[src/smri_pkg.sv]
`default_nettype none
package smri_pkg;
	// command pin patterns {rasN, casN, weN}
	localparam logic [2:0] CMD_NOP = 3'h7;
	localparam logic [2:0] CMD_STOP = 3'h6;
	localparam logic [2:0] CMD_READ = 3'h5;
	localparam logic [2:0] CMD_WRITE = 3'h4;
	localparam logic [2:0] CMD_ACT = 3'h3;
	localparam logic [2:0] CMD_PRE = 3'h2;
	localparam logic [2:0] CMD_REF = 3'h1;
	localparam logic [2:0] CMD_MODE = 3'h0;
	// address bit roles
	localparam int ADDR_AP = 10;
	localparam int ADDR_BANK = 11;
	localparam int COL_W = 8;
	localparam int ROW_W = 11;
	// operation code fields
	localparam int OP_BL_LSB = 0;
	localparam int OP_BT = 3;
	localparam int OP_LAT_LSB = 4;
	localparam int OP_WM_LSB = 9;
	localparam logic [2:0] BL_1 = 3'h0;
	localparam logic [2:0] BL_2 = 3'h1;
	localparam logic [2:0] BL_4 = 3'h2;
	localparam logic [2:0] BL_8 = 3'h3;
	localparam logic [2:0] BL_PAGE = 3'h7;
	localparam logic [2:0] LAT_2 = 3'h2;
	localparam logic [2:0] LAT_3 = 3'h3;
	localparam logic [2:0] WM_BURST = 3'h0;
	localparam logic [2:0] WM_SINGLE = 3'h1;
	localparam logic [8:0] PAGE_LEN = 9'h100;
	localparam int LAT_MAX = 3;
	localparam int MIN_REFRESH = 2;
	// register map, word aligned
	localparam logic [3:0] REG_STATUS = 4'h0;
	localparam logic [3:0] REG_CTRL = 4'h4;
	localparam logic [11:0] OPCODE_RST = 12'h000;
	localparam logic CTRL_RST = 1'b0;
	// per bank state, one-hot
	typedef enum logic [5:0] {
		BANK_IDLE = 6'h01,
		BANK_ACTIVE = 6'h02,
		BANK_READ = 6'h04,
		BANK_WRITE = 6'h08,
		BANK_READ_AP = 6'h10,
		BANK_WRITE_AP = 6'h20
	} smri_bank_t;
	// initialization progress, one-hot
	typedef enum logic [2:0] {
		INIT_WAIT_PALL = 3'h1,
		INIT_SETUP = 3'h2,
		INIT_READY = 3'h4
	} smri_init_t;
endpackage : smri_pkg
`default_nettype wire

[src/smri_sdram_mode.sv]
// What this block does
// - each bank tracked as idle, active, read, write, or their auto-precharge forms
// - column address bits 8 and 9 ignored on reads and writes
// - mode load may come before the refreshes; both orders accepted
// - mode load captures address pins 0 to 11 as the operation code
// - first read data appears read latency clocks after the read, 2 or 3
// - burst length 1, 2, 4, 8 or full page from bits 2..0
// - one start address, following columns generated internally until done
// - bit 3 picks sequential or interleaved burst order for lengths 2, 4 and 8; full page is always sequential
// - write mode 000 gives burst writes of programmed length
// - first write data taken with the write command itself
// - write mode 001 writes only the addressed column
// - full page burst moves 256 items wrapping through the row
// - address bit 10 is auto-precharge, bit 11 picks the bank
`timescale 1ns/1ps
`default_nettype none
module smri_sdram_mode
	import smri_pkg::*;
(
	// clock and reset
	input wire logic clk,
	input wire logic sys_rst,
	// command pins
	input wire logic cke,
	input wire logic csN,
	input wire logic rasN,
	input wire logic casN,
	input wire logic weN,
	input wire logic [1:0] dqm,
	input wire logic [11:0] addr,
	// data pins
	input wire logic [15:0] dqIn,
	output logic [15:0] dqOut,
	output logic dqOe,
	// storage array port
	output logic memRead,
	output logic memWrite,
	output logic memBank,
	output logic [ROW_W-1:0] memRow,
	output logic [COL_W-1:0] memCol,
	output logic [15:0] memWdata,
	output logic [1:0] memByteEn,
	input wire logic [15:0] memRdata,
	// status pins
	output logic initDone,
	output logic cmdIllegal,
	// wishbone slave
	input wire logic wb_cyc_i,
	input wire logic wb_stb_i,
	input wire logic wb_we_i,
	input wire logic [3:0] wb_adr_i,
	input wire logic [3:0] wb_sel_i,
	input wire logic [31:0] wb_dat_i,
	output logic [31:0] wb_dat_o,
	output logic wb_ack_o
);
	////////////////////////////////////////////////////////////////////////
	// command decode
	logic cmdOn;
	logic [2:0] cmd;
	logic rwCmd, rdCmd, wrCmd, actCmd, preCmd, refCmd, modeCmd, stopCmd;
	assign cmdOn = cke && !csN;
	assign cmd = {rasN, casN, weN};
	assign rdCmd = cmdOn && cmd == CMD_READ;
	assign wrCmd = cmdOn && cmd == CMD_WRITE;
	assign rwCmd = rdCmd || wrCmd;
	assign actCmd = cmdOn && cmd == CMD_ACT;
	assign preCmd = cmdOn && cmd == CMD_PRE;
	assign refCmd = cmdOn && cmd == CMD_REF;
	assign modeCmd = cmdOn && cmd == CMD_MODE;
	assign stopCmd = cmdOn && cmd == CMD_STOP;

	////////////////////////////////////////////////////////////////////////
	// mode fields
	logic [11:0] opcode;
	logic modeValid;
	logic allIdle;
	logic [2:0] blCode, latCode, wmCode;
	logic interleave, singleWrite;
	assign blCode = opcode[OP_BL_LSB +: 3];
	assign latCode = opcode[OP_LAT_LSB +: 3];
	assign wmCode = opcode[OP_WM_LSB +: 3];
	assign interleave = opcode[OP_BT];
	assign singleWrite = wmCode == WM_SINGLE;

	always_ff @(posedge clk) begin
		if (sys_rst) begin
			opcode <= OPCODE_RST;
			modeValid <= 1'b0;
		end else if (modeCmd && allIdle) begin
			opcode <= addr;
			modeValid <= 1'b1;
		end
	end

	function automatic logic [8:0] lenOf(input logic [2:0] code);
		case (code)
			BL_1: lenOf = 9'h001;
			BL_2: lenOf = 9'h002;
			BL_4: lenOf = 9'h004;
			BL_8: lenOf = 9'h008;
			BL_PAGE: lenOf = PAGE_LEN;
			default: lenOf = 9'h001;
		endcase
	endfunction : lenOf

	function automatic logic [7:0] colOf(input logic [7:0] start, input logic [7:0] idx,
		input logic [8:0] len, input logic ilv);
		logic [7:0] mask;
		mask = len[7:0] - 8'h01;
		if (len == PAGE_LEN)
			colOf = start + idx;
		else if (ilv)
			colOf = (start & ~mask) | ((start ^ idx) & mask);
		else
			colOf = (start & ~mask) | ((start + idx) & mask);
	endfunction : colOf

	////////////////////////////////////////////////////////////////////////
	// burst engine
	logic burstActive, burstWrite, burstAp, burstBank;
	logic [7:0] burstStart, burstIdx;
	logic [8:0] burstLen, cmdLen;
	logic lastNow, burstEnd;
	assign cmdLen = (wrCmd && singleWrite) ? 9'h001 : lenOf(blCode);
	assign lastNow = cmdLen == 9'h001;
	assign burstEnd = burstActive && ({1'b0, burstIdx} == burstLen - 9'h001 || stopCmd || rwCmd
		|| (preCmd && (addr[ADDR_AP] || addr[ADDR_BANK] == burstBank)));

	always_ff @(posedge clk) begin
		if (sys_rst) begin
			burstActive <= 1'b0;
			burstWrite <= 1'b0;
			burstAp <= 1'b0;
			burstBank <= 1'b0;
			burstStart <= 8'h00;
			burstIdx <= 8'h00;
			burstLen <= 9'h001;
		end else if (rwCmd) begin
			burstActive <= !lastNow;
			burstWrite <= wrCmd;
			burstAp <= addr[ADDR_AP];
			burstBank <= addr[ADDR_BANK];
			burstStart <= addr[COL_W-1:0];
			burstIdx <= 8'h01;
			burstLen <= cmdLen;
		end else if (burstEnd) begin
			burstActive <= 1'b0;
		end else if (burstActive) begin
			burstIdx <= burstIdx + 8'h01;
		end
	end

	////////////////////////////////////////////////////////////////////////
	// array access, one cycle behind the pins
	logic [ROW_W-1:0] openRow [2];
	always_ff @(posedge clk) begin
		if (sys_rst) begin
			memRead <= 1'b0;
			memWrite <= 1'b0;
			memBank <= 1'b0;
			memCol <= 8'h00;
			memWdata <= 16'h0000;
			memByteEn <= 2'h0;
		end else if (rwCmd) begin
			memRead <= rdCmd;
			memWrite <= wrCmd;
			memBank <= addr[ADDR_BANK];
			memCol <= addr[COL_W-1:0];
			memWdata <= dqIn;
			memByteEn <= ~dqm;
		end else if (burstActive && !burstEnd || burstActive && {1'b0, burstIdx} == burstLen - 9'h001
			&& !stopCmd && !preCmd) begin
			memRead <= !burstWrite;
			memWrite <= burstWrite;
			memBank <= burstBank;
			memCol <= colOf(burstStart, burstIdx, burstLen, interleave);
			memWdata <= dqIn;
			memByteEn <= ~dqm;
		end else begin
			memRead <= 1'b0;
			memWrite <= 1'b0;
		end
	end
	assign memRow = openRow[memBank];

	////////////////////////////////////////////////////////////////////////
	// read latency pipeline
	logic [15:0] rdData [LAT_MAX-1];
	logic [LAT_MAX-2:0] rdValid;
	logic latThree;
	assign latThree = latCode == LAT_3;
	always_ff @(posedge clk) begin
		if (sys_rst) begin
			rdValid <= '0;
			rdData[0] <= 16'h0000;
			rdData[1] <= 16'h0000;
		end else begin
			rdValid <= {rdValid[0], memRead};
			rdData[0] <= memRdata;
			rdData[1] <= rdData[0];
		end
	end
	assign dqOut = latThree ? rdData[1] : rdData[0];
	assign dqOe = latThree ? rdValid[1] : rdValid[0];

	////////////////////////////////////////////////////////////////////////
	// bank state tracking
	smri_bank_t bankState [2];
	logic [1:0] bankIdle;
	genvar b;
	generate
		for (b = 0; b < 2; b++) begin : g_bank
			logic hit;
			assign hit = addr[ADDR_BANK] == 1'(b);
			assign bankIdle[b] = bankState[b] == BANK_IDLE;
			always_ff @(posedge clk) begin
				if (sys_rst) begin
					bankState[b] <= BANK_IDLE;
					openRow[b] <= '0;
				end else if (preCmd && (addr[ADDR_AP] || hit)) begin
					bankState[b] <= BANK_IDLE;
				end else if (actCmd && hit && bankIdle[b]) begin
					bankState[b] <= BANK_ACTIVE;
					openRow[b] <= addr[ROW_W-1:0];
				end else if (rwCmd && hit && !bankIdle[b]) begin
					if (lastNow)
						bankState[b] <= addr[ADDR_AP] ? BANK_IDLE : BANK_ACTIVE;
					else if (rdCmd)
						bankState[b] <= addr[ADDR_AP] ? BANK_READ_AP : BANK_READ;
					else
						bankState[b] <= addr[ADDR_AP] ? BANK_WRITE_AP : BANK_WRITE;
				end else if (burstEnd && burstBank == 1'(b)) begin
					bankState[b] <= burstAp ? BANK_IDLE : BANK_ACTIVE;
				end
			end
		end
	endgenerate
	assign allIdle = &bankIdle;

	////////////////////////////////////////////////////////////////////////
	// initialization progress and legality
	smri_init_t initState;
	logic [1:0] refCount;
	logic strictInit;
	always_ff @(posedge clk) begin
		if (sys_rst) begin
			initState <= INIT_WAIT_PALL;
			refCount <= 2'h0;
		end else begin
			case (initState)
				INIT_WAIT_PALL: if (preCmd && addr[ADDR_AP]) initState <= INIT_SETUP;
				INIT_SETUP: begin
					if (refCmd && refCount != 2'h2)
						refCount <= refCount + 2'h1;
					if (modeValid && refCount == 2'(MIN_REFRESH))
						initState <= INIT_READY;
				end
				INIT_READY: initState <= INIT_READY;
				default: initState <= INIT_WAIT_PALL;
			endcase
		end
	end
	assign initDone = initState == INIT_READY;

	always_ff @(posedge clk) begin
		if (sys_rst)
			cmdIllegal <= 1'b0;
		else
			cmdIllegal <= (modeCmd && !allIdle)
				|| (rwCmd && bankIdle[addr[ADDR_BANK]])
				|| (actCmd && !bankIdle[addr[ADDR_BANK]])
				|| (strictInit && !initDone && (rwCmd || actCmd));
	end

	////////////////////////////////////////////////////////////////////////
	// wishbone registers
	logic wbReq;
	assign wbReq = wb_cyc_i && wb_stb_i;
	always_ff @(posedge clk) begin
		if (sys_rst)
			wb_ack_o <= 1'b0;
		else
			wb_ack_o <= wbReq && !wb_ack_o;
	end
	always_ff @(posedge clk) begin
		if (sys_rst)
			strictInit <= CTRL_RST;
		else if (wbReq && !wb_ack_o && wb_we_i && wb_adr_i == REG_CTRL && wb_sel_i[0])
			strictInit <= wb_dat_i[0];
	end
	always_ff @(posedge clk) begin
		if (sys_rst)
			wb_dat_o <= 32'h00000000;
		else if (wbReq && !wb_ack_o)
			case (wb_adr_i)
				REG_STATUS: wb_dat_o <= {6'h00, bankState[1], bankState[0], initDone, modeValid, opcode};
				REG_CTRL: wb_dat_o <= {31'h00000000, strictInit};
				default: wb_dat_o <= 32'h00000000;
			endcase
	end
endmodule : smri_sdram_mode
`default_nettype wire

[config.mk]
export PLATFORM = sky130hd
export DESIGN_NAME = smri_sdram_mode
export DESIGN_NICKNAME = d
export VERILOG_FILES = /design/src/smri_pkg.sv /design/src/smri_sdram_mode.sv
export SDC_FILE = /design/constraint.sdc
export NUM_CORES = 1
export LEC_CHECK = 0
export ABC_CLOCK_PERIOD_IN_PS = 5700
export BUFFER_PORTS_ARGS = -buffer_cell sky130_fd_sc_hd__buf_2
export CELL_PAD_IN_SITES_DETAIL_PLACEMENT = 0
export CELL_PAD_IN_SITES_GLOBAL_PLACEMENT = 1
export CORE_ASPECT_RATIO = 0.7
export CORE_MARGIN = 4
export CORE_UTILIZATION = 43
export DETAILED_ROUTE_END_ITERATION = 8
export PLACE_DENSITY_LB_ADDON = 0.1
export SETUP_SLACK_MARGIN = 0.3
export SYNTH_ARGS = -nofsm -noshare
export SYNTH_HDL_FRONTEND = slang
export SYNTH_SLANG_ARGS = --single-unit
export TNS_END_PERCENT = 100
[constraint.sdc]
create_clock -name clk -period 5.7 [get_ports clk]
set_clock_uncertainty 0.1 [all_clocks]
set_input_delay 0.57 -clock clk [delete_from_list [all_inputs] [get_ports clk]]
set_output_delay 0.57 -clock clk [all_outputs]
set_load 0.02 [all_outputs]
* Word-level counts from Yosys, hierarchy flattened
Memory sizes are Yosys's and may differ from the RTL's. A register that Yosys moved wholly into a read port is not among the register bits.
Cells that the tools add are included.
** Storage, ports and cells
- Register bits :: 113
- Memory bits (writable) :: 66
- Bits of input ports :: 96
- Output and inout port bits :: 92
- Word-level logic and storage cells :: 277
- Memories :: 3
** Memories
- rdData :: depth 2, width 16, rd ports 2, clocked after Yosys merged registers in 0, write ports 2, RTL line smri_sdram_mode.sv:189 : logic [15:0] rdData [LAT_MAX-1];
- openRow :: depth 2, width 11, rd ports 1, clocked after Yosys merged registers in 1, write ports 2, RTL line smri_sdram_mode.sv:156 : logic [ROW_W-1:0] openRow [2];
- bankState :: depth 2, width 6, rd ports 2, clocked after Yosys merged registers in 0, write ports 2, RTL line smri_sdram_mode.sv:209 : smri_bank_t bankState [2];
** Operators by class
- Add/subtract/negate cells :: 5
- Magnitude comparators :: 1
- Equality and inequality tests :: 27
- Muxes and demuxes :: 115
- Bitwise gates (word level) :: 27
- Reduce and logical (&&, ||, !) cells :: 76
** Operators by type and width (count)
- two-way mux 1 bit :: 80
- two-way mux 16 bit :: 5
- two-way mux 6 bit :: 13
- case mux 26 bit (2 select lines) :: 1
- logical AND 1 bit :: 41
- case mux 9 bit (4 select lines) :: 1
- two-way mux 8 bit :: 4
- bitwise AND 8 bit :: 3
- two-way mux 11 bit :: 2
- == test 3 x 2 -> 1 bit (second input constant) :: 6
- OR 1 bit :: 16
- OR 8 bit :: 2
- == test 3 bit (second input constant) :: 5
- == test 3 x 1 -> 1 bit (second input constant) :: 4
- == test 6 x 1 -> 1 bit (second input constant) :: 2
- logical NOT 1 bit :: 12
- logical OR 1 bit :: 12
- AND reduction 2 bit :: 5
- == test 8 x 9 -> 1 bit :: 1
- == test 9 x 1 -> 1 bit (second input constant) :: 1
- == test 9 bit (second input constant) :: 1
- two-way mux 9 bit :: 1
- case mux 3 bit (3 select lines) :: 1
- subtractor 9 x 1 -> 9 bit (second input constant) :: 1
- 20 further kinds :: 31

* Longest topological paths before layout
Gate-level depths: netlist of run 1.
- Depth in word-level cells :: 16
- Mapped depth :: 11
- Gate-level depth less buffers :: 10

* Least setup slack after synthesis of run 1
No wires, ideal clock.
- Path kind :: in2reg
- From :: input port weN
- To :: memory openRow[0][0], enable pin
- Setup time :: 0.397 ns
- Data arrival time :: 2.236 ns
- Data required time :: 5.203 ns
- Path slack :: 2.967 ns
- Cell stages on the path :: 5
- Path buffers :: 2
- Cells stage by stage :: clkbuf_1 > nand2_1 > or3_1 > clkbuf_1 > o31ai_1
** RTL lines
- start: declaration :: RTL line smri_sdram_mode.sv:28 : input wire logic weN,
- end: declaration :: RTL line smri_sdram_mode.sv:156

* Worst setup path in the final report of run 1
- From :: register burstLen[0]
- To :: register memByteEn[0]
** Between the ends
- Cells in the longest elaborated chain, start to end :: 10
- Elaborated cells on any way between the ends :: 13
- Those cells by class :: add/sub (1); eq/ne (1); reduce/logical (11)
** Ends and longest elaborated chain
- start: declaration :: RTL line smri_sdram_mode.sv:123 : logic [8:0] burstLen, cmdLen;
- start signal: assignment :: RTL line smri_sdram_mode.sv:146 : burstLen <= cmdLen;
- subtractor 9 x 1 -> 9 bit (*) :: RTL line smri_sdram_mode.sv:127, smri_sdram_mode.sv:172
- == test 8 x 9 -> 1 bit (*) :: RTL line smri_sdram_mode.sv:127, smri_sdram_mode.sv:172
- logical OR 1 bit (2 in a row) :: RTL line smri_sdram_mode.sv:127 : assign burstEnd = burstActive && ({1'b0, burstIdx} == burstLen - 9'h001 || stopCmd || rwCmd
- logical OR 1 bit :: RTL line smri_sdram_mode.sv:128 : || (preCmd && (addr[ADDR_AP] || addr[ADDR_BANK] == burstBank)));
- logical AND 1 bit :: RTL line smri_sdram_mode.sv:127
- logical NOT 1 bit :: RTL line smri_sdram_mode.sv:172 : end else if (burstActive && !burstEnd || burstActive && {1'b0, burstIdx} == burstLen - 9'h001
- logical AND 1 bit :: RTL line smri_sdram_mode.sv:172
- logical OR 1 bit (*) :: RTL line smri_sdram_mode.sv:172
- nonzero test 2 bit (no line) (*)
- end signal: assignment :: RTL line smri_sdram_mode.sv:171 : memByteEn <= ~dqm;
- end signal: assignment :: RTL line smri_sdram_mode.sv:179 : memByteEn <= ~dqm;
- end: declaration :: RTL line smri_sdram_mode.sv:42 : output logic [1:0] memByteEn,
Mark *: on every way between the ends. The rest lies on a longest branch, timed or not.
A chain may end at the register's enable or synchronous reset.

==> results.txt, run 1 <==
----------------------------------------------------
[Outcome]
  Outcome ... completed

[CTS]
  Htree depth ... 4
  Clk buf depth ... 2
  Number of post-CTS setup repair buffers ... 0
  Clock tree from TritonCTS ... built
  PostCTS Resize Cnt ... 0
  # clock sinks ... 170
  Number of buffers created by CTS ... 17
  Clock latency on the worst-skew pair ... 430 ps
  Master cell of the clock root buffer ... sky130_fd_sc_hd__clkbuf_16
  Number of hold-repair buffers added at the cts stage ... 0
  Post-CTS clock slew at the launch and capture registers of the worst setup and hold paths ... 70 ps

[Synthesis]
  Most instantiated flip-flop cell in the synthesis netlist ... sky130_fd_sc_hd__dfxtp_1
  Top area cells in the synthesized netlist ... sky130_fd_sc_hd__dfxtp_1 (37%), sky130_fd_sc_hd__edfxtp_1 (14%), sky130_fd_sc_hd__nor2_1 (4.7%), sky130_fd_sc_hd__mux2_2 (4.3%), sky130_fd_sc_hd__nand2_1 (4.2%)
  Post-synthesis simple-gate area fraction ... 0.2075
  Dominant combinational cell family by area after synthesis ... simple AND/OR/NAND/NOR gates
  Flip-flop and latch count after synthesis ... 170
  Area share of xor/xnor cells in the synthesized design ... 0.02876
  Sequential area share after synthesis ... 0.5092
  Mux share of post-synthesis cell area ... 0.06637
  Post-synthesis adder-cell area fraction ... 0.02280
  Total number of yosys warnings ... 0
  Mapped Area ... 7352 µm²
  Library cell with the highest instance count after synthesis ... sky130_fd_sc_hd__dfxtp_1
  Leading post-synthesis cells by instance count ... sky130_fd_sc_hd__dfxtp_1 (136), sky130_fd_sc_hd__nor2_1 (93), sky130_fd_sc_hd__nand2_1 (82), sky130_fd_sc_hd__a21oi_1 (50)
  Compound-cell area share of the yosys netlist ... 0.1219
  Post-synthesis instance total ... 765
  Avg Cell Area, Syn ... 9.611 µm²
  Library cells used by synthesis ... 69
  Number of synthesized flops with an enable pin ... 34
  Post-synth ARST share ... 0
  Yosys top cell by area ... sky130_fd_sc_hd__dfxtp_1
  Area share of the largest cell type after synthesis ... 0.3703

[Placed design]
  Count of buffers from port buffering ... 147
  DPL Wire Length ... 13660 µm
  Last weighted congestion value of the routability-driven placer ... 0.8614

[Critical path]
  Arrival time worst endpoint ... 3570 ps
  Startpoint of the worst setup timing path ... burstLen[0]
  Cell with the largest stage delay on the worst path ... sky130_fd_sc_hd__mux2i_4
  Ordered cell list for the critical path ... inv_1 -> ha_1 -> and4bb_4 -> a32oi_2 -> nor4_4 -> mux2i_4 -> nand2b_4 -> nor2_1 -> a211oi_2
  Data required time of the critical path ... 5950 ps
  Flop2flop setup slack ... 2380 ps
  Worst path depth ... 9
  CP startpoint kind ... flip-flop
  Slowest cell delay on critical path ... 740 ps
  Worst path top cell family by delay ... simple AND/OR/NAND/NOR gates
  CP endpoint ... memByteEn[0]
  Cell depth of the worst flop-to-flop path ... 9
  Maximum net fanout on the critical path ... 20
  Critical Path Sink Type ... flip-flop
  Launching point of the worst reg2reg path ... burstLen[0]
  Sum of buffers and inverters on the critical path ... 1
  Worst reg2reg endpoint ... memByteEn[0]
  CP Class ... reg -> reg

[Floorplan]
  Starting utilization of the core area ... 0.4444
  Die area ... 19290 µm²
  Placeable core region ... 16540 µm²
  Die boundary height ... 117.4 µm
  DIE WIDTH ... 164.3 µm
  Count of boundary I/O pins ... 188
  Number of rows in the core area ... 39

[Routing]
  Met2 wire length ... 8165 µm
  Iter 0 DRT Violations ... 493
  Via/cell ratio ... 5.186
  Highest metal layer with signal wires ... met4
  DRC violations left ... 0
  Routed wire length per instance ... 16.97 µm
  Total via count in the routed design ... 5865
  Number of detailed-route iterations in the first pass ... 5
  Routed met3 length ... 1435 µm
  Antenna viol nets, final ... 0
  Total wirelength of the detailed-routed design ... 19200 µm
  Total routed wire length on the met1 layer ... 9483 µm

[STA]
  Number of max-slew violations in the final report ... 0
  Summed negative setup slack over all endpoints ... 0 ps
  Transition time at the pin with the least slew margin ... 1202 ps
  Final setup viols ... 0
  Maximum clock frequency ... 0.3015 GHz
  Relative slew margins ... 0.1961
  Part of the cycle the worst path needs ... 0.5818
  Unrepaired setup endpoints after global routing ... no
  Clock period minus final worst setup slack ... 3317 ps
  Number of hold-slack violations in the final timing report ... 0

[Global routing]
  Number of antenna violations at the first check in global routing ... 0
  First-pass GRT wire length ... 30630 µm
  Combined global-route utilization of all metal layers ... 0.2002
  Largest net degree at the start of global routing ... 85
  Remaining global-route overflow ... 0
  Vias in the first global route ... 5699

[Final layout]
  Fillers ... 1549
  Antenna diode instance count ... 0
  Final net count ... 1001
  Relative area change from synthesis to final layout ... 20.10%
  Fraction of final layout cells sized beyond drive strength 1 ... 0.2583

[Worst hold path]
  Min-Delay Path Class ... in -> reg
  Instance count along the most critical hold path ... 2

[Job]
  Reported max-cap violation count ... 0

[Pwr]
  Maximum vdd ir drop ... 0.0001858 V
  Overall Power ... 2613 µW
  Power per cell area ... 296.0 nW/µm²
  Static leakage ... 0.003560 µW

----------------------------------------------------
## worst min path at each step
| stage | startpoint | endpoint | slack (ps) |
|---|---|---|---|
| floorplan | rdData[0][0] | rdData[0][16] | 330 |
| global placement | memWdata[1] | memWdata[1] | 340 |
| detailed placement | memWdata[7] | memWdata[7] | 350 |
| CTS | dqm[1] | memByteEn[1] | 200 |
| global route | dqm[0] | memByteEn[0] | 200 |
| finish | dqm[1] | memByteEn[1] | 220 |
## cell usage in the layout (no fill, tap or decap), drive strengths merged, types with 24 or more instances in the layout
master  Yosys  routed
buf        15     155
dfxtp     136     136
nor2       94      94
nand2      82      82
a21oi      50      50
nor2b      36      36
edfxtp     34      34
mux2       28      28
inv        19      28
a22oi      26      26
and2       24      24
o21ai      24      24
## layer usage
layer,vias to the layer above,GRT usage
met4,0,0.04453
met1,2791,0.2961
met5,-,0
met2,167,0.2870
met3,11,0.06066
li1,2896,-
## worst reg2reg max path, cell delays in order, from the launching register on
cell and delay [ps]:
sky130_fd_sc_hd__dfxtp_1 370, sky130_fd_sc_hd__inv_1 90, sky130_fd_sc_hd__ha_1 260, sky130_fd_sc_hd__and4bb_4 330
sky130_fd_sc_hd__a32oi_2 160, sky130_fd_sc_hd__nor4_4 490, sky130_fd_sc_hd__mux2i_4 750, sky130_fd_sc_hd__nand2b_4 420
sky130_fd_sc_hd__nor2_1 90, sky130_fd_sc_hd__a211oi_2 190
## power breakdown
group	internal (µW)	total, µW	leakage [µW]	switching, µW
Clock	656	1190	0.000306	537
Combinational	55.4	156	0.00180	100
Sequential	1250	1260	0.00145	13.1
Total	1960	2610	0.00356	651
## final cells by class
class | count | area [µm²] | area share
clock buffer | 18 | 450.4 | 0.05101
clock inverter | 14 | 168.9 | 0.01913
inverter | 19 | 71.32 | 0.008077
multi-input combinational | 530 | 3316 | 0.3755
sequential | 170 | 3744 | 0.4240
tap | 225 | 281.5 | 0.03188
timing repair buffer | 155 | 798.3 | 0.09041
## sequential cells by signal, summed over array words and instances (netlist names), 2 cells and up, named ones only
register / cells
bankState: 12
burstIdx: 8
burstLen: 5
burstStart: 8
initState: 3
memByteEn: 2
memCol: 8
memWdata: 16
opcode: 12
openRow: 22
rdData: 32
rdValid: 2
refCount: 2
wb_dat_o: 26
## kinds of logic (layout without fill, tap and decap cells)
| logic type | after synthesis | after routing |
|---|---|---|
| and+or+nand+nor | 305 | 305 |
| adders and majority gates | 13 | 13 |
| muxes | 44 | 44 |
| DFF | 170 | 170 |
| other | 1 | 6 |
| xor gates and xnor gates | 22 | 22 |
| buffers and inverters | 70 | 206 |
| AOI/OAI and AO/OA | 140 | 140 |
## per-stage QoR
step                      utilization  cells  setup WS, ps  hold slack [ps]  cell area, µm²
after floorplan                     -    770          2967            332.1            7371
after global placement         0.4963   1099          2453            335.6            8210
after detailed placement       0.4963   1099          2412            345.2            8210
after CTS                      0.5338   1131          2363            198.0            8830
after global routing           0.5338   1131          2164            195.7            8830
final                          0.5338   1131          2383            216.6            8830
(Power assumes the default switching activity.)
==> inputs of run 2 (changes only) <==
--- a/config.mk
+++ b/config.mk
@@ -5,13 +5,13 @@
 export SDC_FILE = /design/constraint.sdc
 export NUM_CORES = 1
 export LEC_CHECK = 0
-export ABC_CLOCK_PERIOD_IN_PS = 5700
+export ABC_CLOCK_PERIOD_IN_PS = 2900
 export BUFFER_PORTS_ARGS = -buffer_cell sky130_fd_sc_hd__buf_2
 export CELL_PAD_IN_SITES_DETAIL_PLACEMENT = 0
 export CELL_PAD_IN_SITES_GLOBAL_PLACEMENT = 1
 export CORE_ASPECT_RATIO = 0.7
 export CORE_MARGIN = 4
-export CORE_UTILIZATION = 43
+export CORE_UTILIZATION = 36
 export DETAILED_ROUTE_END_ITERATION = 8
 export PLACE_DENSITY_LB_ADDON = 0.1
 export SETUP_SLACK_MARGIN = 0.3
==> constraint.sdc (replaced) <==
create_clock -name clk -period 2.9 [get_ports clk]
set_clock_uncertainty 0.1 [all_clocks]
set_input_delay 0.29 -clock clk [delete_from_list [all_inputs] [get_ports clk]]
set_output_delay 0.29 -clock clk [all_outputs]
set_load 0.02 [all_outputs]
==> results.txt, run 2 (synthesis results as in run 1) <==
----------------------------------------------------
[Final layout]
  Combined area of the multi-input logic cells ... 3558 µm² (+7.3%)
  Register area ... 3751 µm² (+0.20%)
  Max reg flops ... 32 (unchanged)
  Antenna diode instance count ... 0 (unchanged)
  Relative area change from synthesis to final layout ... 33.82%
  Count of non-filler cells in the finished layout ... 1252 (+11%)
  Register ranked first by flip-flop count ... rdData
  Commonest cells after routing, fill and taps aside ... sky130_fd_sc_hd__buf_2 (146), sky130_fd_sc_hd__dfxtp_1 (132), sky130_fd_sc_hd__nor2_1 (91)
  Final net count ... 1078 (+7.7%)
  Most frequent standard cell in the layout excluding fill and tap cells ... sky130_fd_sc_hd__buf_2
  Leading registers by flop count ... rdData x32, wb_dat_o x26, openRow x22
  Share of the core filled with cells ... 0.4929 (-0.04089)
  Fillers ... 1882 (+21%)
  Fraction of final layout cells sized beyond drive strength 1 ... 0.3167 (+0.05842)

[Critical path]
  Cell with the largest stage delay on the worst path ... sky130_fd_sc_hd__dfxtp_2
  Worst path depth ... 11 (+2)
  Startpoint of the worst setup timing path ... burstLen[1]
  Cell depth of the worst flop-to-flop path ... 11 (+2)
  Flop2flop setup slack ... 180 ps (-2210 ps)
  CP Class ... reg -> reg
  CP startpoint kind ... flip-flop
  Slowest cell delay on critical path ... 360 ps (-380 ps)
  Sum of buffers and inverters on the critical path ... 3 (+2)
  Cell type with the highest occurrence count on the critical path ... sky130_fd_sc_hd__buf_6
  Ordered cell list for the critical path ... nor3_4 -> ha_4 -> xor2_1 -> nand4_1 -> nor4_4 -> buf_4 -> mux2i_4 -> buf_6 -> buf_6 -> mux2i_2 -> a211oi_2
  Critical Path Sink Type ... flip-flop
  Worst path top cell family by delay ... simple AND/OR/NAND/NOR gates
  Worst reg2reg endpoint ... memCol[4]
  CP endpoint ... memCol[4]
  Launching point of the worst reg2reg path ... burstLen[1]
  Arrival time worst endpoint ... 2920 ps (-650 ps)
  Maximum net fanout on the critical path ... 5 (-75%)
  Data required time of the critical path ... 3100 ps (-2850 ps)

[STA]
  Relative slew margins ... 0.5144 (+0.3184)
  Number of max-slew violations in the final report ... 0 (unchanged)
  Part of the cycle the worst path needs ... 0.9395 (+0.3577)
  Unrepaired setup endpoints after global routing ... yes
  Final setup viols ... 0 (unchanged)
  Clock period minus final worst setup slack ... 2725 ps (-591.9 ps)
  Maximum clock frequency ... 0.3670 GHz (+22%)
  Transition time at the pin with the least slew margin ... 720.7 ps (-481.5 ps)
  Number of hold-slack violations in the final timing report ... 0 (unchanged)

[Routing]
  Routed met3 length ... 1289 µm (-10%)
  Total via count in the routed design ... 6240 (+6.4%)
  Routed wire length per instance ... 16.66 µm (-1.8%)
  Number of detailed-route iterations in the first pass ... 5 (unchanged)
  Total wirelength of the detailed-routed design ... 20860 µm (+8.7%)
  Total routed wire length on the met1 layer ... 10480 µm (+10%)
  Antenna viol nets, final ... 0 (unchanged)
  DRC violations left ... 0 (unchanged)
  Met2 wire length ... 8810 µm (+7.9%)
  Via/cell ratio ... 4.984 (-3.9%)
  Highest metal layer with signal wires ... met4
  Iter 0 DRT Violations ... 446 (-9.5%)

[CTS]
  Clk buf depth ... 2 (unchanged)
  Master cell of the clock root buffer ... sky130_fd_sc_hd__clkbuf_16
  Htree depth ... 4 (unchanged)
  Post-CTS clock slew at the launch and capture registers of the worst setup and hold paths ... 70 ps (about the same)
  Clock latency on the worst-skew pair ... 430 ps (about the same)
  Number of buffers created by CTS ... 17 (unchanged)
  # clock sinks ... 170 (unchanged)
  Clock tree from TritonCTS ... built

[Pwr]
  Static leakage ... 0.004018 µW (+13%)
  Overall Power ... 5103 µW (+95%)
  Maximum vdd ir drop ... 0.0003532 V (+90%)
  Power per cell area ... 518.7 nW/µm² (+75%)

[Floorplan]
  Count of boundary I/O pins ... 188 (unchanged)
  Die boundary height ... 127.6 µm (+8.7%)
  Die area ... 22810 µm² (+18%)
  Placeable core region ... 19960 µm² (+21%)
  DIE WIDTH ... 178.8 µm (+8.8%)
  Starting utilization of the core area ... 0.3683 (-0.07611)
  Number of rows in the core area ... 43 (+10%)

[Placed design]
  Last weighted congestion value of the routability-driven placer ... 0.8387 (-2.6%)
  DPL Wire Length ... 13970 µm (+2.3%)
  Cell count after placement ... 1158 (+5.4%)
  Count of buffers from port buffering ... 147 (unchanged)

[Worst hold path]
  Min-Delay Path Class ... in -> reg

[Job]
  Reported max-cap violation count ... 0 (unchanged)

[Global routing]
  Number of antenna violations at the first check in global routing ... 0 (unchanged)
  First-pass GRT wire length ... 32260 µm (+5.3%)
  Vias in the first global route ... 5967 (+4.7%)
  Remaining global-route overflow ... 0 (unchanged)
  Combined global-route utilization of all metal layers ... 0.1789 (-0.02125)
  Largest net degree at the start of global routing ... 96 (+13%)

[Outcome]
  Outcome ... completed

----------------------------------------------------
## run 2: cell count changes in the layout (fill, tap and decap cells not counted), sizes merged, moves of 2 or more
cell / delta
buf: +37
clkbuf: +4
dlygate4sd3: +34
inv: -2
nand2b: +3
## run 2: timing repair
item | in CTS | in global routing
buffers inserted | 11 | 12
setup endpoints to repair | 43 | 62
gates cloned | 3 | 3
pin swaps | 22 | 12
hold buffers | 34 | 0
resized for setup | 28 | 23
hold endpoints to repair | 34 | 0
## run 2: worst min path at each step
stage,start,end,depth (start not counted)
floorplan,dqm[0],memByteEn[0],1
global placement,memWdata[2],memWdata[2],2
detailed placement,memWdata[2],memWdata[2],2
CTS,dqIn[5],memWdata[5],3
global route,dqIn[5],memWdata[5],3
finish,dqIn[5],memWdata[5],3
## run 2: final cells by class
| cell class | instances | area share |
|---|---|---|
| flip-flops and latches | 170 | 0.3813 |
| multi-input cells | 534 | 0.3617 |
| repair buffers | 228 | 0.1555 |
| clock buffers | 20 | 0.04973 |
| well taps | 270 | 0.03434 |
| clock inverters | 11 | 0.01017 |
| inverters | 19 | 0.007249 |
## run 2: power breakdown
group	switching [µW]	leakage, µW	internal [µW]
Combinational	213	0.00228	156
Clock	1000	0.000291	1250
Sequential	26.7	0.00145	2460
## run 2: per-stage QoR
step / setup WS (ps) / setup TNS [ps] / cell area, µm² / hold WS [ps]
3_5_place_dp: -56.69 / -104.5 / 8397 / 340.3
4_1_cts: 168.1 / 0 / 9564 / 0.03442
3_3_place_gp: 29.59 / 0 / 8397 / 336.2
2_1_floorplan: 309.3 / 0 / 7377 / 282.4
6_report: 175.4 / 0 / 9838 / 23.74
5_1_grt: 81.93 / 0 / 9838 / 8.037
## run 2: routing by layer
metal	vias up	global-route usage
met5	-	0
met4	0	0.05052
met3	22	0.04555
met2	170	0.2605
met1	2985	0.2624
li1	3063	-
## run 2: tightest hold or removal path, cell delays in order
cell	delay (ps)
sky130_fd_sc_hd__buf_2	100
sky130_fd_sc_hd__nand2_1	50
sky130_fd_sc_hd__a21oi_1	60
==> inputs of run 3 (changes only) <==
--- a/config.mk
+++ b/config.mk
@@ -10,7 +10,7 @@
 export CELL_PAD_IN_SITES_DETAIL_PLACEMENT = 0
 export CELL_PAD_IN_SITES_GLOBAL_PLACEMENT = 1
 export CORE_ASPECT_RATIO = 0.7
-export CORE_MARGIN = 4
+export CORE_MARGIN = 10
 export CORE_UTILIZATION = 36
 export DETAILED_ROUTE_END_ITERATION = 8
 export PLACE_DENSITY_LB_ADDON = 0.1
==> results.txt, run 3 (synthesis results as in run 1) <==
----------------------------------------------------
[Outcome]
  Outcome ... completed

[Final layout]
  Register ranked first by flip-flop count ... rdData
  Final net count ... 1064 (-1.3%)
  Most frequent standard cell in the layout excluding fill and tap cells ... sky130_fd_sc_hd__buf_2
  Max reg flops ... 32 (unchanged)
  Relative area change from synthesis to final layout ... 31.84%
  Final instance area ... 9693 µm² (-1.5%)
  Leading registers by flop count ... rdData x32, wb_dat_o x26, openRow x22
  Commonest cells after routing, fill and taps aside ... sky130_fd_sc_hd__buf_2 (146), sky130_fd_sc_hd__dfxtp_1 (133), sky130_fd_sc_hd__nor2_1 (93)
  Fraction of final layout cells sized beyond drive strength 1 ... 0.2982 (-0.01845)

[STA]
  Part of the cycle the worst path needs ... 0.9244 (-0.01514)
  Clock period minus final worst setup slack ... 2681 ps (-43.90 ps)
  Number of hold-slack violations in the final timing report ... 0 (unchanged)
  Summed negative setup slack over all endpoints ... 0 ps (unchanged)
  Maximum clock frequency ... 0.3730 GHz (+1.6%)
  Final setup viols ... 0 (unchanged)
  Number of max-slew violations in the final report ... 0 (unchanged)
  Relative slew margins ... 0.6098 (+0.09533)
  Transition time at the pin with the least slew margin ... 584.5 ps (-136.2 ps)
  Unrepaired setup endpoints after global routing ... yes
  Worst hold-check slack ... 22.19 ps (-1.559 ps)

[CTS]
  Clk buf depth ... 2 (unchanged)
  Master cell of the clock root buffer ... sky130_fd_sc_hd__clkbuf_16
  Number of buffers created by CTS ... 17 (unchanged)
  Post-CTS clock slew at the launch and capture registers of the worst setup and hold paths ... 70 ps (about the same)
  Clock latency on the worst-skew pair ... 420 ps (about the same)
  Htree depth ... 4 (unchanged)
  Clock tree from TritonCTS ... built
  # clock sinks ... 170 (unchanged)

[Global routing]
  Largest net degree at the start of global routing ... 105 (+9.4%)
  Combined global-route utilization of all metal layers ... 0.1634 (-0.01554)
  First-pass GRT wire length ... 34800 µm (+7.9%)
  Number of antenna violations at the first check in global routing ... 1 (+1)
  Remaining global-route overflow ... 0 (unchanged)
  Vias in the first global route ... 6241 (+4.6%)

[Job]
  Reported max-cap violation count ... 0 (unchanged)

[Floorplan]
  Starting utilization of the core area ... 0.3683 (unchanged)
  Number of rows in the core area ... 43 (unchanged)
  DIE WIDTH ... 190.8 µm (+6.7%)
  Placeable core region ... 19960 µm² (unchanged)
  Die area ... 26630 µm² (+17%)
  Die boundary height ... 139.6 µm (+9.4%)
  Count of boundary I/O pins ... 188 (unchanged)

[Placed design]
  Post-Place Cell Area ... 8414 µm² (+0.21%)
  Count of buffers from port buffering ... 147 (unchanged)
  Last weighted congestion value of the routability-driven placer ... 0.8293 (-1.1%)
  DPL Wire Length ... 15560 µm (+11%)

[Pwr]
  Share of total power in the clock network ... 0.440 (about the same)
  Switching power of the nets ... 1279 µW (+3.0%)
  Static leakage ... 0.003896 µW (-3.0%)
  Proportion of power drawn by combinational gates ... 0.072 (about the same)
  Power share of the sequential group ... 0.488 (about the same)
  Maximum vdd ir drop ... 0.0003977 V (+13%)
  Power per cell area ... 524.7 nW/µm² (+1.2%)
  Cell-internal power ... 3806 µW (-1.4%)
  Switching Fraction ... 0.2515 (+0.008130)

[Routing]
  Routed wire length per instance ... 17.51 µm (+5.1%)
  Number of detailed-route iterations in the first pass ... 6 (+1)
  Total via count in the routed design ... 6233 (-0.11%)
  DRC violations left ... 0 (unchanged)
  Total wirelength of the detailed-routed design ... 21730 µm (+4.2%)
  Iter 0 DRT Violations ... 344 (-23%)
  Antenna viol nets, final ... 0 (unchanged)
  Via/cell ratio ... 5.023 (+0.77%)

[Critical path]
  Data required time of the critical path ... 2970 ps (-130 ps)
  CP Class ... reg -> reg
  Arrival time worst endpoint ... 2750 ps (-170 ps)
  CP startpoint kind ... flip-flop
  Critical Path Sink Type ... flip-flop
  Maximum net fanout on the critical path ... 4 (-1)

[Worst hold path]
  Min-Delay Path Class ... in -> reg

----------------------------------------------------
## run 3: cell count changes in the layout (fill, tap and decap cells not counted), sizes merged
| cell | previous run | this run |
|---|---|---|
| diode | 0 | 2 |
| dlygate4sd3 | 34 | 33 |
| mux2i | 17 | 16 |
| clkbuf | 22 | 18 |
| inv | 26 | 29 |
| buf | 192 | 182 |
## run 3: final timing paths
| kind | slack (ps) | cells after the start | from | to |
|---|---|---|---|---|
| worst max-delay path | 220 | 9 | burstLen[2] | bankState[0][0] |
| worst max register to register | 220 | 9 | burstLen[2] | bankState[0][0] |
| worst min register to register | 350 | 2 | memWdata[6] | memWdata[6] |
| worst min-delay path | 20 | 3 | dqIn[11] | memWdata[11] |
## run 3: critical path, cell delays in order, from the launching register on
cell	delay, ps
sky130_fd_sc_hd__dfxtp_2	350
sky130_fd_sc_hd__nor3_4	210
sky130_fd_sc_hd__ha_4	240
sky130_fd_sc_hd__xor2_2	150
sky130_fd_sc_hd__nand4_1	130
sky130_fd_sc_hd__nor4_4	390
sky130_fd_sc_hd__buf_4	200
sky130_fd_sc_hd__o21ai_4	70
sky130_fd_sc_hd__or4_4	450
sky130_fd_sc_hd__o2bb2ai_1	140
## run 3: cell type report
| class | instances | area [µm²] |
|---|---|---|
| fill | 1871 | 10270 |
| clock inverter | 14 | 143.9 |
| clock buffer | 18 | 450.4 |
| tap | 270 | 337.8 |
| sequential | 170 | 3752 |
| timing repair buffer | 215 | 1441 |
| inverter | 19 | 71.32 |
| antenna | 2 | 5.005 |
| multi-input combinational | 533 | 3491 |
## run 3: what timing repair did
item / CTS / global route
gates cloned: 5 / 0
buffers inserted: 8 / 3
resized for setup: 19 / 16
hold buffers: 33 / 0
endpoints found under the hold margin: 33 / 0
pin swaps: 8 / 7
endpoints found under the setup margin: 41 / 65
## run 3: power groups by stage
stage                     registers (µW)  logic (µW)  clock network [µW]
final                               2480         365                2240
after global routing                2490         399                2420
after CTS                           2480         364                2300
after detailed placement            2540         320                   0
after global placement              2540         313                   0
after floorplan                     2540         179                   0
## run 3: stage by stage
stage	worst slack (ps)	power, µW	utilization	cells
final	219.3	5086	0.4856	1241
after global routing	50.41	5307	0.4855	1240
after CTS	175.6	5148	0.4800	1236
after detailed placement	20.63	2860	0.4216	1158
after global placement	89.34	2850	0.4216	1158
after floorplan	309.3	2723	-	770
## run 3: metal layers
metal	share of wire	wire length (µm)	global-route usage	up-vias
li1	-	-	-	3036
met5	0	0	0	-
met4	0.014	299	0.03967	0
met3	0.063	1368	0.04868	18
met2	0.44	9538	0.2392	154
met1	0.48	10520	0.2285	3025
